`config.mk`:
```
export PLATFORM = sky130hd
export DESIGN_NAME = dmd_core
export DESIGN_NICKNAME = d
export VERILOG_FILES = /design/src/core/dmd_pkg.sv /design/src/core/dmd_core.sv
export VERILOG_INCLUDE_DIRS = /design/src /design/src/core
export SDC_FILE = /design/constraint.sdc
export NUM_CORES = 1
export LEC_CHECK = 0
export BUFFER_PORTS_ARGS = -buffer_cell sky130_fd_sc_hd__buf_2
export CAP_MARGIN = 5
export CORE_ASPECT_RATIO = 1.2
export CORE_MARGIN = 4
export CORE_UTILIZATION = 58
export DETAILED_ROUTE_END_ITERATION = 6
export PLACE_DENSITY = 0.86
export REMOVE_ABC_BUFFERS = 1
export SYNTH_ARGS = -nofsm -noshare
export SYNTH_HDL_FRONTEND = slang
export SYNTH_SLANG_ARGS = --single-unit
```
`constraint.sdc`:
```
create_clock -name clk -period 4.6 [get_ports clk]
set_input_delay 0.46 -clock clk [delete_from_list [all_inputs] [get_ports clk]]
set_output_delay 0.46 -clock clk [all_outputs]
set_load 0.1 [all_outputs]
```
`src/core/dmd_regs.svh`:
```
/*
 * constants for the data-move decoder: opcode fields, address limits, phases.
 * assumes a 16-bit program word and a 12-bit data address space.
 */
`ifndef DMD_REGS_SVH
`define DMD_REGS_SVH

// ------------------------------------------------------------
// opcode prefixes
// ------------------------------------------------------------
`define DMD_OPC_BANK_LIT   8'h01
`define DMD_OPC_WORK_LIT   8'h0e
`define DMD_OPC_STORE_WORK 7'h37
`define DMD_OPC_MOVE_SRC   4'hc
`define DMD_OPC_MOVE_DST   4'hf

// ------------------------------------------------------------
// addressing
// ------------------------------------------------------------
`define DMD_INDEX_LIMIT    8'h5f
`define DMD_ACCESS_LO_PAGE 4'h0
`define DMD_ACCESS_HI_PAGE 4'hf
`define DMD_BANK_MASK      8'h0f

// ------------------------------------------------------------
// phases and reset values
// ------------------------------------------------------------
`define DMD_PH_Q1          2'h0
`define DMD_PH_Q2          2'h1
`define DMD_PH_Q3          2'h2
`define DMD_PH_Q4          2'h3
`define DMD_BANK_RESET     8'h00
`define DMD_WORK_RESET     8'h00

`endif

```
`src/core/dmd_pkg.sv`:
```
/*
 * types shared by the data-move decoder.
 * assumes nothing beyond the constants header.
 */
package dmd_pkg;

    typedef enum logic [2:0] {
        OP_NONE  = 3'b000,
        OP_BANK  = 3'b001,
        OP_WORK  = 3'b010,
        OP_STORE = 3'b011,
        OP_MOVE1 = 3'b100,
        OP_MOVE2 = 3'b101
    } dmd_op_t;

    typedef struct packed {
        logic [11:0] addr;
        logic [7:0]  wdata;
        logic        re;
        logic        we;
    } dmd_mem_req_t;

endpackage

```
`src/core/dmd_core.sv`:
```
/*
 * decode and execute of the literal-to-bank, literal-to-work, work-to-file
 * and two-word file-to-file moves.
 * assumes one clk per quarter phase, a word offered during q1 and a data
 * memory that returns read data one clk after its read strobe.
 */
// Contract
// - load_bank_literal writes the literal to the bank select register with bits 7:4 forced to zero.
// - load_bank_literal is one word and one cycle: literal read in q2, processed in q3, written in q4.
// - load_work_literal puts the literal in the working register in one cycle and touches no flag.
// - store_work_to_file copies the working register to the addressed file in one cycle, flags untouched.
// - store_work_to_file with access bit 0 uses the access bank, with 1 the bank select register's bank.
// - the 8-bit file address reaches every location of the selected 256-byte bank.
// - with the extended set on, access bit 0 and address at most 5fh, indexed literal offset is used.
module dmd_core
    import dmd_pkg::*;
(
    input  wire logic          clk,
    input  wire logic          reset_n,
    input  wire logic          instr_valid,
    input  wire logic [15:0]   instr_word,
    input  wire logic          ext_set_en,
    input  wire logic [11:0]   index_base,
    input  wire logic [7:0]    mem_rdata,
    output dmd_mem_req_t       mem_req_q,
    output logic [7:0]         bank_select_q,
    output logic [7:0]         work_q,
    output logic [1:0]         phase_q,
    output logic               word_taken_q,
    output logic               unknown_op_q,
    output logic               flags_we_q
);
`include "dmd_regs.svh"

    // ------------------------------------------------------------
    // decode state
    // ------------------------------------------------------------
    dmd_op_t      op_q;
    logic [15:0]  ir_q;
    logic [7:0]   lit_q;
    logic [7:0]   hold_q;
    logic         take;
    logic [11:0]  store_addr;

    // a second move word is always taken, even without valid, to keep pairing
    assign take = (phase_q == `DMD_PH_Q1) && (instr_valid || op_q == OP_MOVE1);

    // ------------------------------------------------------------
    // opcode matches on the offered word
    // ------------------------------------------------------------
    logic         hit_bank;
    logic         hit_work;
    logic         hit_store;
    logic         hit_move;
    logic         hit_dest;

    assign hit_bank  = instr_word[15:8] == `DMD_OPC_BANK_LIT;
    assign hit_work  = instr_word[15:8] == `DMD_OPC_WORK_LIT;
    assign hit_store = instr_word[15:9] == `DMD_OPC_STORE_WORK;
    assign hit_move  = instr_word[15:12] == `DMD_OPC_MOVE_SRC;
    assign hit_dest  = instr_word[15:12] == `DMD_OPC_MOVE_DST;

    // ------------------------------------------------------------
    // file address of store_work_to_file
    // ------------------------------------------------------------
    function automatic logic [11:0] file_addr(input logic a, input logic [7:0] f,
                                              input logic [7:0] bank, input logic ext,
                                              input logic [11:0] base);
        logic [11:0] r;
        r = 12'h000;
        if (a) begin
            r = {bank[3:0], f};
        end else if (ext && f <= `DMD_INDEX_LIMIT) begin
            r = 12'(base + {4'h0, f});
        end else if (f <= `DMD_INDEX_LIMIT) begin
            r = {`DMD_ACCESS_LO_PAGE, f};
        end else begin
            r = {`DMD_ACCESS_HI_PAGE, f};
        end
        return r;
    endfunction

    assign store_addr = file_addr(ir_q[8], ir_q[7:0], bank_select_q, ext_set_en, index_base);

    // ------------------------------------------------------------
    // quarter-phase divider
    // ------------------------------------------------------------
    always_ff @(posedge clk) begin
        if (!reset_n) begin
            phase_q <= `DMD_PH_Q1;
        end else begin
            phase_q <= 2'(phase_q + 2'h1);
        end
    end

    // ------------------------------------------------------------
    // decode in q1
    // ------------------------------------------------------------
    always_ff @(posedge clk) begin
        if (!reset_n) begin
            op_q <= OP_NONE;
            ir_q <= 16'h0000;
        end else if (take) begin
            ir_q <= instr_word;
            if (op_q == OP_MOVE1) begin
                op_q <= OP_MOVE2;
            end else if (hit_bank) begin
                op_q <= OP_BANK;
            end else if (hit_work) begin
                op_q <= OP_WORK;
            end else if (hit_store) begin
                op_q <= OP_STORE;
            end else if (hit_move) begin
                op_q <= OP_MOVE1;
            end else begin
                op_q <= OP_NONE;
            end
        end else if (phase_q == `DMD_PH_Q1) begin
            op_q <= OP_NONE;
        end
    end

    // ------------------------------------------------------------
    // word accepted strobe
    // ------------------------------------------------------------
    always_ff @(posedge clk) begin
        if (!reset_n) begin
            word_taken_q <= 1'b0;
        end else begin
            word_taken_q <= take;
        end
    end

    // ------------------------------------------------------------
    // foreign opcodes, and a second move word of the wrong kind
    // ------------------------------------------------------------
    always_ff @(posedge clk) begin
        if (!reset_n) begin
            unknown_op_q <= 1'b0;
        end else if (take && op_q == OP_MOVE1) begin
            // a wrong second word still ends the move so the core never hangs
            unknown_op_q <= !hit_dest;
        end else if (take) begin
            unknown_op_q <= !(hit_bank || hit_work || hit_store || hit_move);
        end else begin
            unknown_op_q <= 1'b0;
        end
    end

    // ------------------------------------------------------------
    // literal read in q2, source data caught at the end of q3
    // ------------------------------------------------------------
    always_ff @(posedge clk) begin
        if (!reset_n) begin
            lit_q      <= 8'h00;
            hold_q     <= 8'h00;
        end else begin
            if (phase_q == `DMD_PH_Q2) begin
                lit_q <= ir_q[7:0];
            end
            if (phase_q == `DMD_PH_Q3 && op_q == OP_MOVE1) begin
                hold_q <= mem_rdata;
            end
        end
    end

    // ------------------------------------------------------------
    // bank select and working register, written for q4
    // ------------------------------------------------------------
    always_ff @(posedge clk) begin
        if (!reset_n) begin
            bank_select_q <= `DMD_BANK_RESET;
            work_q        <= `DMD_WORK_RESET;
        end else if (phase_q == `DMD_PH_Q3) begin
            if (op_q == OP_BANK) begin
                bank_select_q <= lit_q & `DMD_BANK_MASK;
            end
            if (op_q == OP_WORK) begin
                work_q <= lit_q;
            end
        end
    end

    // ------------------------------------------------------------
    // data memory strobes
    // ------------------------------------------------------------
    always_ff @(posedge clk) begin
        if (!reset_n) begin
            mem_req_q <= '0;
        end else begin
            mem_req_q.re <= 1'b0;
            mem_req_q.we <= 1'b0;
            if (phase_q == `DMD_PH_Q1 && take && op_q != OP_MOVE1 && hit_move) begin
                // only the first move word reads; the second does no dummy read
                mem_req_q.re   <= 1'b1;
                mem_req_q.addr <= instr_word[11:0];
            end else if (phase_q == `DMD_PH_Q3 && op_q == OP_STORE) begin
                mem_req_q.we    <= 1'b1;
                mem_req_q.addr  <= store_addr;
                mem_req_q.wdata <= work_q;
            end else if (phase_q == `DMD_PH_Q3 && op_q == OP_MOVE2) begin
                mem_req_q.we    <= 1'b1;
                mem_req_q.addr  <= ir_q[11:0];
                mem_req_q.wdata <= hold_q;
            end
        end
    end

    // ------------------------------------------------------------
    // status flags: none of these moves writes them
    // ------------------------------------------------------------
    always_ff @(posedge clk) begin
        if (!reset_n) begin
            flags_we_q <= 1'b0;
        end else begin
            flags_we_q <= 1'b0;
        end
    end

endmodule

```
* Word-level counts from Yosys, hierarchy flattened
Index checks and enable logic that the tools add are counted.
** Word-level totals
- Flip-flop bits (word level) :: 69
- Bits of input ports :: 40
- Logic and storage cells :: 72
** Operators by class
- Add/subtract/negate cells :: 2
- Magnitude comparators :: 1
- Eq/ne operators :: 13
- Multiplexer cells :: 18
- Bitwise operators :: 2
- Reduce and logical (&&, ||, !) cells :: 23
** Operators by type and width (count)
- $mux W12 :: 4
- $mux W20 :: 2
- $mux W3 :: 7
- $add A12 B8 Y12 :: 1
- $logic_and A1 B1 Y1 :: 9
- $eq A4 B4 Y1 const B :: 2
- $eq A8 B1 Y1 const B :: 1
- $eq A8 B4 Y1 const B :: 1
- $le A8 B7 Y1 const B :: 1
- $eq A7 B6 Y1 const B :: 1
- $eq A3 B2 Y1 const B :: 2
- $eq A3 B3 Y1 const B :: 2
- $reduce_and A2 Y1 :: 3
- $mux W1 :: 5
- $logic_or A1 B1 Y1 :: 4
- $reduce_bool A2 Y1 :: 2
- $eq A3 B1 Y1 const B :: 1
- $ne A3 B3 Y1 const B :: 1
- $reduce_bool A3 Y1 :: 1
- $add A2 B1 Y2 const B :: 1
- $eq A2 B1 Y1 const B :: 1
- $eq A2 B2 Y1 const B :: 1
- $logic_not A1 Y1 :: 2
- $logic_not A2 Y1 :: 1
- other kinds (2) :: 3

* Depth between registers and ports, before layout
Gate-level depths: netlist (run 1).
- Word-level depth :: 8
- Mapped depth :: 10
- Gate-level depth less buffers :: 9

* Worst setup path before layout (run 1)
Ideal clock, no wire load.
- Kind :: register -> register
- Start :: register phase_q[0]
- End :: register mem_req_q[16] (netlist bit)
- Arrival :: 2.469 ns
- Required time :: 4.468 ns
- Path slack :: 1.998 ns
- Cell stages (with the launch flop) :: 9
- Cells stage by stage :: dfxtp_1 inv_1 ha_1 buf_2 and4b_2 and3_1 and4_1 o31ai_1 a21oi_1
** On the way
- Word-level cells in the longest chain between the ends :: 6
- Elaborated cells between the ends (all ways) :: 11
** Ends and longest elaborated chain
- start: declaration :: RTL line dmd_core.sv:28 : output logic [1:0] phase_q,
- start signal: assignment :: RTL line dmd_core.sv:90 : phase_q <= `DMD_PH_Q1;
- start signal: assignment :: RTL line dmd_core.sv:92 : phase_q <= 2'(phase_q + 2'h1);
- $logic_not A2 Y1 (no source line)
- $logic_and A1 B1 Y1 :: RTL line dmd_core.sv:46 : assign take = (phase_q == `DMD_PH_Q1) && (instr_valid || op_q == OP_MOVE1);
- $logic_and A1 B1 Y1 (3 in a row) :: RTL line dmd_core.sv:193 : if (phase_q == `DMD_PH_Q1 && take && op_q != OP_MOVE1 && hit_move) begin
- $reduce_bool A3 Y1 (no source line) / $mux W12 (equally long branches)
- end: declaration :: RTL line dmd_core.sv:25 : output dmd_mem_req_t mem_req_q,
Several ways; a longest one is shown, not always the timed one.
A chain may end at the register's enable or synchronous reset.

* Final worst setup path (run 1)
- Start :: register phase_q[0]
- End :: register mem_req_q[18] (netlist bit)
The elaborated chain is that of the path after synthesis.

==> results of run 1 <==
## layout by cell type (no fill, tap or decap), drive strengths merged, types with 4 or more instances in the layout
master,instances
clkbuf,9
and2,4
ha,12
nand3,6
nor2,52
a221oi,5
nand2,87
xor2,4
buf,79
clkinv,4
o21ai,13
a311oi,8
a211oi,5
conb,5
dfxtp,69
mux2i,21
a21oi,36
xnor2,4
nor2b,5
inv,10
o211ai,4
## cell usage after synthesis (all sizes together) (4+ instances only)
master and number:
xor2 4, ha 12, buf 15, o21ai 13, o211ai 4, a311oi 8, nand2 87, mux2i 21
a21oi 36, nand3 6, xnor2 4, nor2b 5, inv 9, dfxtp 69, a211oi 5, clkbuf 14
a221oi 5, and2 4, nor2 52
## through the flow
step | setup WS (ps) | std cells | instance area, um^2 | power [W]
after detailed placement | 1980 | 558 | 3950 | 0.000818
final | 1900 | 574 | 4170 | 0.00135
after global routing | 1730 | 574 | 4170 | 0.00140
after CTS | 1910 | 574 | 4170 | 0.00135
after floorplan | 1490 | 397 | 3440 | 0.000764
after global placement | 2070 | 558 | 3950 | 0.000814
## path summary, 6_finish.rpt
path / slack [ps] / cells past startpoint / to
setup / recovery: 1900 / 7 / mem_req_q[18]
setup reg to reg: 1900 / 7 / mem_req_q[18]
hold / removal: 340 / 3 / hold_q[5]
hold reg to reg: 460 / 2 / hold_q[5]
## cells by family after synthesis
family	Yosys count	synth area share, %
muxes	21	5.84
buffers and inverters	38	5.60
and+or+nand+nor	178	23.6
AOI/OAI and AO/OA	94	19.6
adders and majority gates	13	4.73
other	1	0.104
xor gates and xnor gates	8	2.16
DFF	69	38.4
## power by group
part | total, W | leakage (nW) | internal [W] | switching, W
clock | 0.000538 | 0.113 | 0.000303 | 0.000235
combinational | 0.000184 | 1.02 | 0.0000567 | 0.000128
sequential | 0.000623 | 0.558 | 0.000609 | 0.0000139
## flip-flops by register name, summed over array words and instances (netlist names)
register	count
phase_q	2
work_q	8
lit_q	8
unknown_op_q	1
hold_q	8
ir_q	12
word_taken_q	1
bank_select_q	4
mem_req_q	22
op_q	3
## per-layer routing
layer  GRT usage (%)  routed length [um]
met1            30.2                3770
met2            40.3                4450
met3            4.32                 615
met4            12.8                 207
met5               0                   0
## worst register-to-register path, delay by kind of cell, from the launching register on
family / cells / cell delay, ps
flip-flops: 1 / 330
adder cells (fa/ha/maj): 1 / 350
AND/OR/NAND/NOR: 2 / 430
AO/OA/AOI/OAI: 3 / 1450
buffers and inverters: 1 / 100
## layout make-up
type                    count  area (um^2)
multi-input cells         319         2030
fillers                   492         1850
flip-flops and latches     69         1380
repair buffers             79          400
clock buffers               9          124
well taps                  82          103
clock inverters             7         88.8
inverters                   9         33.8
==> impl_metrics.csv, run 1 <==
group,metric,value,unit
outcome,status,"completed",
clock_network,post-cts-setup-buffer-count,0,
synth,synth-warning-count,0,
floorplanning,die_area,0.00753,mm^2
critical_path,timing.critical_path.slowest_stage_cell,"sky130_fd_sc_hd__a31oi_4",
critical_path,criticalPathCategory,"register to register",
clock_network,clk_root_buffer_cell,"sky130_fd_sc_hd__clkbuf_8",
timing,final-max-slew-violation-count,0,
clock_network,worst_setup_hold_path_clk_slew,70,ps
layout,areaGrowthSynthToFinish,15.8,%
clock_network,insertion_delay,350,ps
clock_network,cts_num_sinks,69,
critical_path,worstPathRequired,4890,ps
detailed_routing,wl,9040,um
layout,post_layout_nets,540,
timing,final_hold_violation_count,0,
clock_network,cts_made_buffers,9,
synth,synth.lib_cells_used.distinct,62,
synth,post-synth-top-area-cell,"sky130_fd_sc_hd__dfxtp_1",
power,power_per_cell_area,323,mW/mm^2
clock_network,h-tree-depth,3,
synth,post_synth_inst_count,422,
timing,fin_hold_ws,341,ps
clock_network,postCtsResizedCells,0,
timing,min_period_over_period,58.7,%
grt,global_route_wire_length_before_repair,14300,um
detailed_routing,remaining_drc_errors,0,
critical_path,reg2reg_from,"phase_q[0]",
layout,final_layout_size_suffix_gt1_share,25.6,%
clock_network,clock_path_buffers,2,
critical_path,cp.buffers_inverters,1,
floorplanning,floorplan.io_pins,83,
synth,dominantRegCellSynth,"sky130_fd_sc_hd__dfxtp_1",
critical_path,critical_path_arrival,2990,ps
timing,slew_headroom,24.8,%
power,irDropWorstVdd,0.221,mV
clock_network,holdBufCountCts,0,
synth,synthTopCellsByArea,"sky130_fd_sc_hd__dfxtp_1 38%, sky130_fd_sc_hd__nand2_1 9.0%, sky130_fd_sc_hd__mux2i_1 5.8%, sky130_fd_sc_hd__a21oi_1 5.0%, sky130_fd_sc_hd__nor2_1 4.6%",
synth,async_reset_ff_share,0,%
layout,utilization,69.3,%
grt,globalRouteTotalUtil,24.5,%
critical_path,path_delay_family,"compound AO/OA/AOI/OAI gates",
detailed_routing,detailroute.via_count,3316,
detailed_routing,drt_iter0_drc,321,
detailed_routing,via_cell_ratio,5.78,
floorplanning,placeableCoreArea,0.00601,mm^2
timing,finalClockSkew,7.14,ps
critical_path,cp-start-kind,"register",
min_path,worstHoldPathType,"input port to register",
floorplanning,die_height,94.3,um
synth,synth_enable_flop_cells,0,
placement,port_buffers,77,
detailed_routing,final_routed_wire_length_divided_by_cell_count,15.8,um
detailed_routing,antenna_left,0,
grt,gr-total-overflow,0,
grt,grt_start_max_net_pins,66,
grt,antenna_found_initial,0,
critical_path,timing.critical_path.fanout_max,30,
timing,total_negative_slack_for_setup_checks,0,ps
critical_path,critical_path.endpoint_type,"register",
timing,fmaxAchievable,370,MHz
job,cap_violations,0,
placement,post-dp-hpwl,6490,um
floorplanning,floorplan.initialDensity,59.8,%
min_path,hold_path_startpoint,"mem_rdata[5]",
timing,transition_time_of_the_tightest_slew_check_pin,1130,ps
synth,post_synth_instance_area,0.00360,mm^2
synth,ys_seq_area_share,38.4,%
synth,synthesis.area_per_instance,8.52,um^2
critical_path,path_cells,"inv_1, ha_1, nand3_4, a31oi_4, nand2_2, a2111oi_4, a211o_1",
placement,gp_routability_congestion,0.910,
layout,antenna-diode-count,0,
synth,ys_ff_latch,69,
critical_path,cpPeakStageDelay,930,ps
detailed_routing,detailedRoute.firstPassIterationCount,7,
clock_network,cts_tree,"built",
floorplanning,dieWidth,79.9,um
grt,first_global_vias,3099,
critical_path,worstSetupStartpoint,"phase_q[0]",
floorplanning,core.rowCount,31,
timing,period_needed,2700,ps
timing,setup-violations-final,0,
power,total_leakage_power,1.69,nW
timing,grt_setup_unrepaired,"false",
synth,synth_top_cell_area_share,38.4,%
Note: power is estimated with default switching activity, not from simulation.
==> inputs of run 2 (changes only) <==
CORE_UTILIZATION = 54   (was 58)
PLACE_DENSITY = 0.81   (was 0.86)
clock period = 2.5 ns   (was 4.6 ns; I/O delays follow)
==> run 2 against run 1 <==
- routed wire length increased by 4.2%
- largest power group unchanged
- critical path type unchanged
- sequential cell count is the same
- combinational power rose by 89%
- largest cell class unchanged
==> impl_metrics.csv, run 2 (synthesis results as in run 1) <==
group,metric,value,unit
timing,final_hold_violation_count,0,
placement,gp_routability_congestion,0.853,
timing,fmaxAchievable,435,MHz
timing,min_period_over_period,91.9,%
timing,fin_hold_ws,124,ps
critical_path,path_delay_family,"compound AO/OA/AOI/OAI gates",
layout,post_layout_nets,547,
power,intPower,0.00183,W
layout,top_regs,"mem_req_q x22, ir_q x12",
detailed_routing,top_signal_layer_used,"met4",
detailed_routing,drt_iter0_drc,190,
clock_network,cts_tree,"built",
clock_network,worst_setup_hold_path_clk_slew,80,ps
timing,postLayoutSetupSlackWorst,203,ps
critical_path,cp.buffers_inverters,1,
power,power_per_cell_area,602,mW/mm^2
timing,grt_setup_unrepaired,"false",
critical_path,worstPathRequired,2750,ps
floorplanning,floorplan.io_pins,83,
placement,placedCellCount,568,
floorplanning,die_height,97.4,um
outcome,status,"completed",
layout,final_cell_count_no_fill,584,
detailed_routing,met2RoutedLength,4570,um
timing,period_needed,2300,ps
clock_network,cts_num_sinks,69,
clock_network,holdBufCountCts,0,
detailed_routing,via_cell_ratio,5.59,
detailed_routing,detailroute.via_count,3267,
clock_network,clock_path_buffers,2,
critical_path,critical_path_arrival,2550,ps
clock_network,cts_made_buffers,9,
floorplanning,dieWidth,82.5,um
layout,largest_reg_flops,22,
layout,layout_commonest_cell,"sky130_fd_sc_hd__nand2_1",
critical_path,timing.critical_path.slowest_stage_cell,"sky130_fd_sc_hd__dfxtp_1",
grt,first_global_vias,3324,
floorplanning,core.rowCount,32,
critical_path,cpPeakStageDelay,410,ps
job,cap_violations,0,
clock_network,clk_root_buffer_cell,"sky130_fd_sc_hd__clkbuf_8",
grt,antenna_found_initial,0,
critical_path,cp-start-kind,"register",
power,swShare,28.6,%
floorplanning,die_area,0.00804,mm^2
critical_path,path_cells,"ha_1, inv_1, fa_1, nor2b_1, o31a_1, o21ai_1, a21oi_1, mux2i_1, a221o_1",
layout,areaGrowthSynthToFinish,18.2,%
detailed_routing,final_routed_wire_length_divided_by_cell_count,16.1,um
grt,global_route_wire_length_before_repair,15900,um
layout,antenna-diode-count,0,
power,total_leakage_power,1.73,nW
power,clock_power_share,41.7,%
clock_network,post-cts-setup-buffer-count,0,
timing,finalClockSkew,11.1,ps
min_path,worstHoldPathType,"input port to register",
detailed_routing,wl,9420,um
clock_network,h-tree-depth,3,
detailed_routing,met3WireLength,735,um
layout,utilization,66.0,%
floorplanning,placeableCoreArea,0.00645,mm^2
power,irDropWorstVdd,0.387,mV
grt,globalRouteTotalUtil,25.5,%
grt,gr-total-overflow,0,
detailed_routing,route.layer.met1.wl,3880,um
layout,largest-register,"mem_req_q",
power,total_net_switching_power,0.000732,W
timing,slew_headroom,59.4,%
layout,layout.cells.most_common_list,"86 x sky130_fd_sc_hd__nand2_1, 77 x sky130_fd_sc_hd__buf_2, 69 x sky130_fd_sc_hd__dfxtp_1, 44 x sky130_fd_sc_hd__nor2_1, 36 x sky130_fd_sc_hd__a21oi_1",
timing,setup-violations-final,0,
critical_path,criticalPathCategory,"register to register",
layout,final_layout_size_suffix_gt1_share,26.7,%
grt,grt_start_max_net_pins,37,
placement,port_buffers,77,
detailed_routing,remaining_drc_errors,0,
detailed_routing,antenna_left,0,
timing,transition_time_of_the_tightest_slew_check_pin,608,ps
layout,fillCellCount,578,
power,seqPwrFrac,44.8,%
power,total_power,0.00256,W
clock_network,postCtsResizedCells,0,
clock_network,insertion_delay,360,ps
detailed_routing,detailedRoute.firstPassIterationCount,5,
floorplanning,floorplan.initialDensity,55.8,%
placement,pre_cts_ws,215,ps
placement,post-dp-hpwl,6870,um
critical_path,timing.critical_path.fanout_max,4,
timing,final-max-slew-violation-count,0,
critical_path,critical_path.endpoint_type,"register",
power,pwr-share-comb,13.6,%
-- run 2: cell types whose count changed in the layout (fill, tap and decap cells not counted) --
cell / change
sky130_fd_sc_hd__buf_12: +1
sky130_fd_sc_hd__clkinvlp_4: +1
sky130_fd_sc_hd__buf_4: +6
sky130_fd_sc_hd__clkbuf_8: +1
sky130_fd_sc_hd__inv_6: +1
sky130_fd_sc_hd__clkinv_4: +1
sky130_fd_sc_hd__clkinv_2: -4
-- run 2: path summary, 6_finish.rpt --
check	start	slack (ps)	cells after the start	to
hold reg to reg	hold_q[2]	460	2	hold_q[2]
setup reg to reg	ir_q[0]	200	9	mem_req_q[20]
hold / removal	mem_rdata[2]	120	3	hold_q[2]
setup / recovery	ir_q[0]	200	9	mem_req_q[20]
-- run 2: worst register-to-register path: cells and delay by family, from the launching register on --
kind / cells / cell delay [ps]
adder cells (fa/ha/maj): 2 / 650
AO/OA/AOI/OAI: 4 / 800
AND/OR/NAND/NOR: 1 / 160
flip-flops: 1 / 410
multiplexers: 1 / 90
buffers and inverters: 1 / 80
-- run 2: power groups by stage --
stage               Sequential, W  Combinational (W)  Clock, W
floorplan                 0.00121           0.000193         0
global placement          0.00117           0.000340         0
detailed placement        0.00117           0.000343         0
CTS                       0.00115           0.000345   0.00107
global route              0.00115           0.000381   0.00113
finish                    0.00115           0.000347   0.00107
-- run 2: area by class of cell --
type                            count  area, um^2  share of cell area, %
Timing Repair Buffer               86         465                   10.9
Multi-Input combinational cell    319        2030                   47.8
Clock buffer                       10         138                   3.24
Clock inverter                      6        93.8                   2.21
Tap cell                           85         106                   2.50
Sequential cell                    69        1380                   32.5
Inverter                            9        33.8                  0.794
-- run 2: metrics by stage --
step | TNS [ps] | area [um^2]
after detailed placement | 0 | 4020
after global placement | 0 | 4020
after CTS | 0 | 4250
final | 0 | 4250
after floorplan | -6860 | 3440
after global routing | 0 | 4250
-- run 2: routing by layer --
layer	vias up	GRT usage, %
li1	1613	-
met1	1512	32.7
met2	122	40.6
met5	-	0
met3	20	5.38
met4	0	11.3
==> inputs of run 3 (changes only) <==
CORE_UTILIZATION = 58   (was 54)
PLACE_DENSITY = 0.86   (was 0.81)
TNS_END_PERCENT = 100   (was unset)
clock period = 2.8 ns   (was 2.5 ns; I/O delays follow)
==> run 3 against run 2 <==
- register-to-register slack gained 170 ps
- design area shrank 2.1%
- clock-buffer cell count grew 2
- fmax shrank 5.3%
- sequential share of layout area grew 0.68 points
- hold slack gained 52 ps
- critical path depth shrank 2
- critical path type unchanged
- critical endpoint is now mem_req_q[14]
- highest routed layer unchanged
==> impl_metrics.csv, run 3 (synthesis results as in run 1) <==
group,metric,value,unit
critical_path,cpPeakStageDelay,500,ps
placement,port_buffers,77,
clock_network,cts_made_buffers,9,
layout,antenna-diode-count,0,
timing,min_period_over_period,86.7,%
power,swShare,29.0,%
layout,top_regs,"mem_req_q x22, ir_q x12",
timing,fin_hold_ws,177,ps
min_path,hold_path_startpoint,"mem_rdata[3]",
clock_network,cts_tree,"built",
critical_path,worstPathRequired,3040,ps
critical_path,path_delay_family,"simple AND/OR/NAND/NOR gates",
critical_path,path_cells,"inv_1, ha_1, and4b_2, nand3_1, a21o_1, a221oi_1, nor2_1",
grt,grt_start_max_net_pins,34,
detailed_routing,antenna_left,0,
timing,final_hold_violation_count,0,
clock_network,h-tree-depth,3,
floorplanning,die_area,0.00753,mm^2
power,clock_power_share,35.4,%
timing,setup-violations-final,0,
floorplanning,floorplan.io_pins,83,
layout,final-seq-area,0.00138,mm^2
timing,finalClockSkew,14.9,ps
outcome,status,"completed",
grt,first_global_vias,3110,
detailed_routing,wl,9120,um
layout,fillCellCount,471,
timing,total_negative_slack_for_setup_checks,0,ps
layout,post-route-cell-area,0.00417,mm^2
clock_network,post-cts-setup-buffer-count,0,
floorplanning,dieWidth,79.9,um
clock_network,clock_path_buffers,2,
job,cap_violations,0,
timing,transition_time_of_the_tightest_slew_check_pin,633,ps
layout,multiInputGateArea,0.00203,mm^2
power,total_leakage_power,1.69,nW
critical_path,crit_cells,7,
detailed_routing,detailroute.via_count,3336,
power,intPower,0.00146,W
critical_path,criticalPathCategory,"register to register",
placement,gp_routability_congestion,0.862,
critical_path,critical_path_arrival,2660,ps
critical_path,timing.critical_path.fanout_max,14,
layout,largest_reg_flops,22,
floorplanning,floorplan.initialDensity,59.8,%
layout,post_layout_nets,543,
grt,global_route_wire_length_before_repair,14600,um
critical_path,r2r_end,"mem_req_q[14]",
timing,postLayoutSetupSlackWorst,374,ps
grt,met3_usage,5.47,%
critical_path,cp.buffers_inverters,1,
placement,post-dp-hpwl,6780,um
detailed_routing,remaining_drc_errors,0,
clock_network,insertion_delay,350,ps
critical_path,cp-start-kind,"register",
grt,gr-total-overflow,0,
critical_path,critical_path.endpoint_type,"register",
detailed_routing,final_routed_wire_length_divided_by_cell_count,15.8,um
layout,areaGrowthSynthToFinish,15.8,%
critical_path,worst-r2r-setup-slack,370,ps
clock_network,clk_root_buffer_cell,"sky130_fd_sc_hd__clkbuf_8",
floorplanning,placeableCoreArea,0.00601,mm^2
power,total_net_switching_power,0.000596,W
placement,pre_cts_ws,420,ps
clock_network,holdBufCountCts,0,
clock_network,worst_setup_hold_path_clk_slew,80,ps
critical_path,timing.critical_path.slowest_stage_cell,"sky130_fd_sc_hd__and4b_2",
critical_path,r2r.worst_path.cells,7,
grt,globalRouteMet1Util,31.4,%
placement,placedInstanceArea,0.00399,mm^2
power,seqPwrFrac,49.7,%
layout,layout.cells.most_common_list,"86 x sky130_fd_sc_hd__nand2_1, 77 x sky130_fd_sc_hd__buf_2, 69 x sky130_fd_sc_hd__dfxtp_1, 44 x sky130_fd_sc_hd__nor2_1, 36 x sky130_fd_sc_hd__a21oi_1",
timing,slew_headroom,57.7,%
power,pwr-share-comb,14.9,%
min_path,worstHoldPathType,"input port to register",
clock_network,postCtsResizedCells,0,
layout,layout_commonest_cell,"sky130_fd_sc_hd__nand2_1",
grt,antenna_found_initial,0,
layout,largest-register,"mem_req_q",
min_path,hold-path-cell-count,3,
grt,grt_use_met2,41.0,%
timing,fmaxAchievable,412,MHz
floorplanning,die_height,94.3,um
floorplanning,core.rowCount,31,
timing,final-max-slew-violation-count,0,
grt,grt_most_used_layer,"met2",
detailed_routing,via_cell_ratio,5.78,
power,power_per_cell_area,494,mW/mm^2
power,irDropWorstVdd,0.369,mV
clock_network,cts_num_sinks,69,
detailed_routing,detailedRoute.firstPassIterationCount,5,
grt,globalRouteTotalUtil,24.8,%
timing,grt_setup_unrepaired,"false",
layout,final_layout_size_suffix_gt1_share,25.9,%
timing,period_needed,2430,ps
critical_path,reg2reg_from,"phase_q[0]",
min_path,hold_end,"hold_q[3]",
detailed_routing,drt_iter0_drc,281,
[run 3: cell count changes in the layout (fill, tap and decap cells not counted)]
cell | previous run | this run
sky130_fd_sc_hd__clkbuf_8 | 10 | 11
sky130_fd_sc_hd__inv_6 | 2 | 0
sky130_fd_sc_hd__clkinv_4 | 1 | 0
sky130_fd_sc_hd__buf_4 | 8 | 4
sky130_fd_sc_hd__clkinv_2 | 0 | 3
sky130_fd_sc_hd__bufinv_16 | 2 | 0
sky130_fd_sc_hd__clkbuf_1 | 0 | 1
[run 3: cell type report]
cell class | count | area share (%)
tap | 82 | 2.46
clock buffer | 12 | 3.72
timing repair buffer | 82 | 10.5
multi-input combinational | 319 | 48.8
sequential | 69 | 33.2
clock inverter | 4 | 0.541
inverter | 9 | 0.811
[run 3: worst max path at each step]
stage                          endpoint  slack [ps]       start
after floorplan           mem_req_q[19]        -310  phase_q[0]
after CTS                 mem_req_q[14]         390  phase_q[0]
after global routing      mem_req_q[16]         180  phase_q[0]
after detailed placement  mem_req_q[16]         420  phase_q[0]
after global placement    mem_req_q[16]         550  phase_q[0]
final                     mem_req_q[14]         370  phase_q[0]
[run 3: through the flow]
stage                     cells  power [W]  util (%)
final                       577    0.00206      69.3
after global routing        577    0.00214      69.3
after CTS                   577    0.00206      69.3
after detailed placement    561    0.00135      66.3
after global placement      561    0.00134      66.3
after floorplan             397    0.00125         -
[run 3: tightest hold or removal path, stage by stage]
cell and delay [ps]:
sky130_fd_sc_hd__buf_2 90, sky130_fd_sc_hd__nand2_1 40, sky130_fd_sc_hd__a21oi_1 50
[run 3: power groups by stage]
stage / clock network, W / logic, W / registers (W)
global placement: 0 / 0.000298 / 0.00104
finish: 0.000728 / 0.000307 / 0.00102
floorplan: 0 / 0.000173 / 0.00108
CTS: 0.000735 / 0.000305 / 0.00102
global route: 0.000780 / 0.000334 / 0.00103
detailed placement: 0 / 0.000303 / 0.00105
[run 3: routing by layer]
| metal | vias to the layer above | part of all wire [%] |
|---|---|---|
| met2 | 134 | 48 |
| met3 | 22 | 6.2 |
| li1 | 1610 | - |
| met5 | - | 0 |
| met1 | 1570 | 43 |
| met4 | 0 | 2.3 |
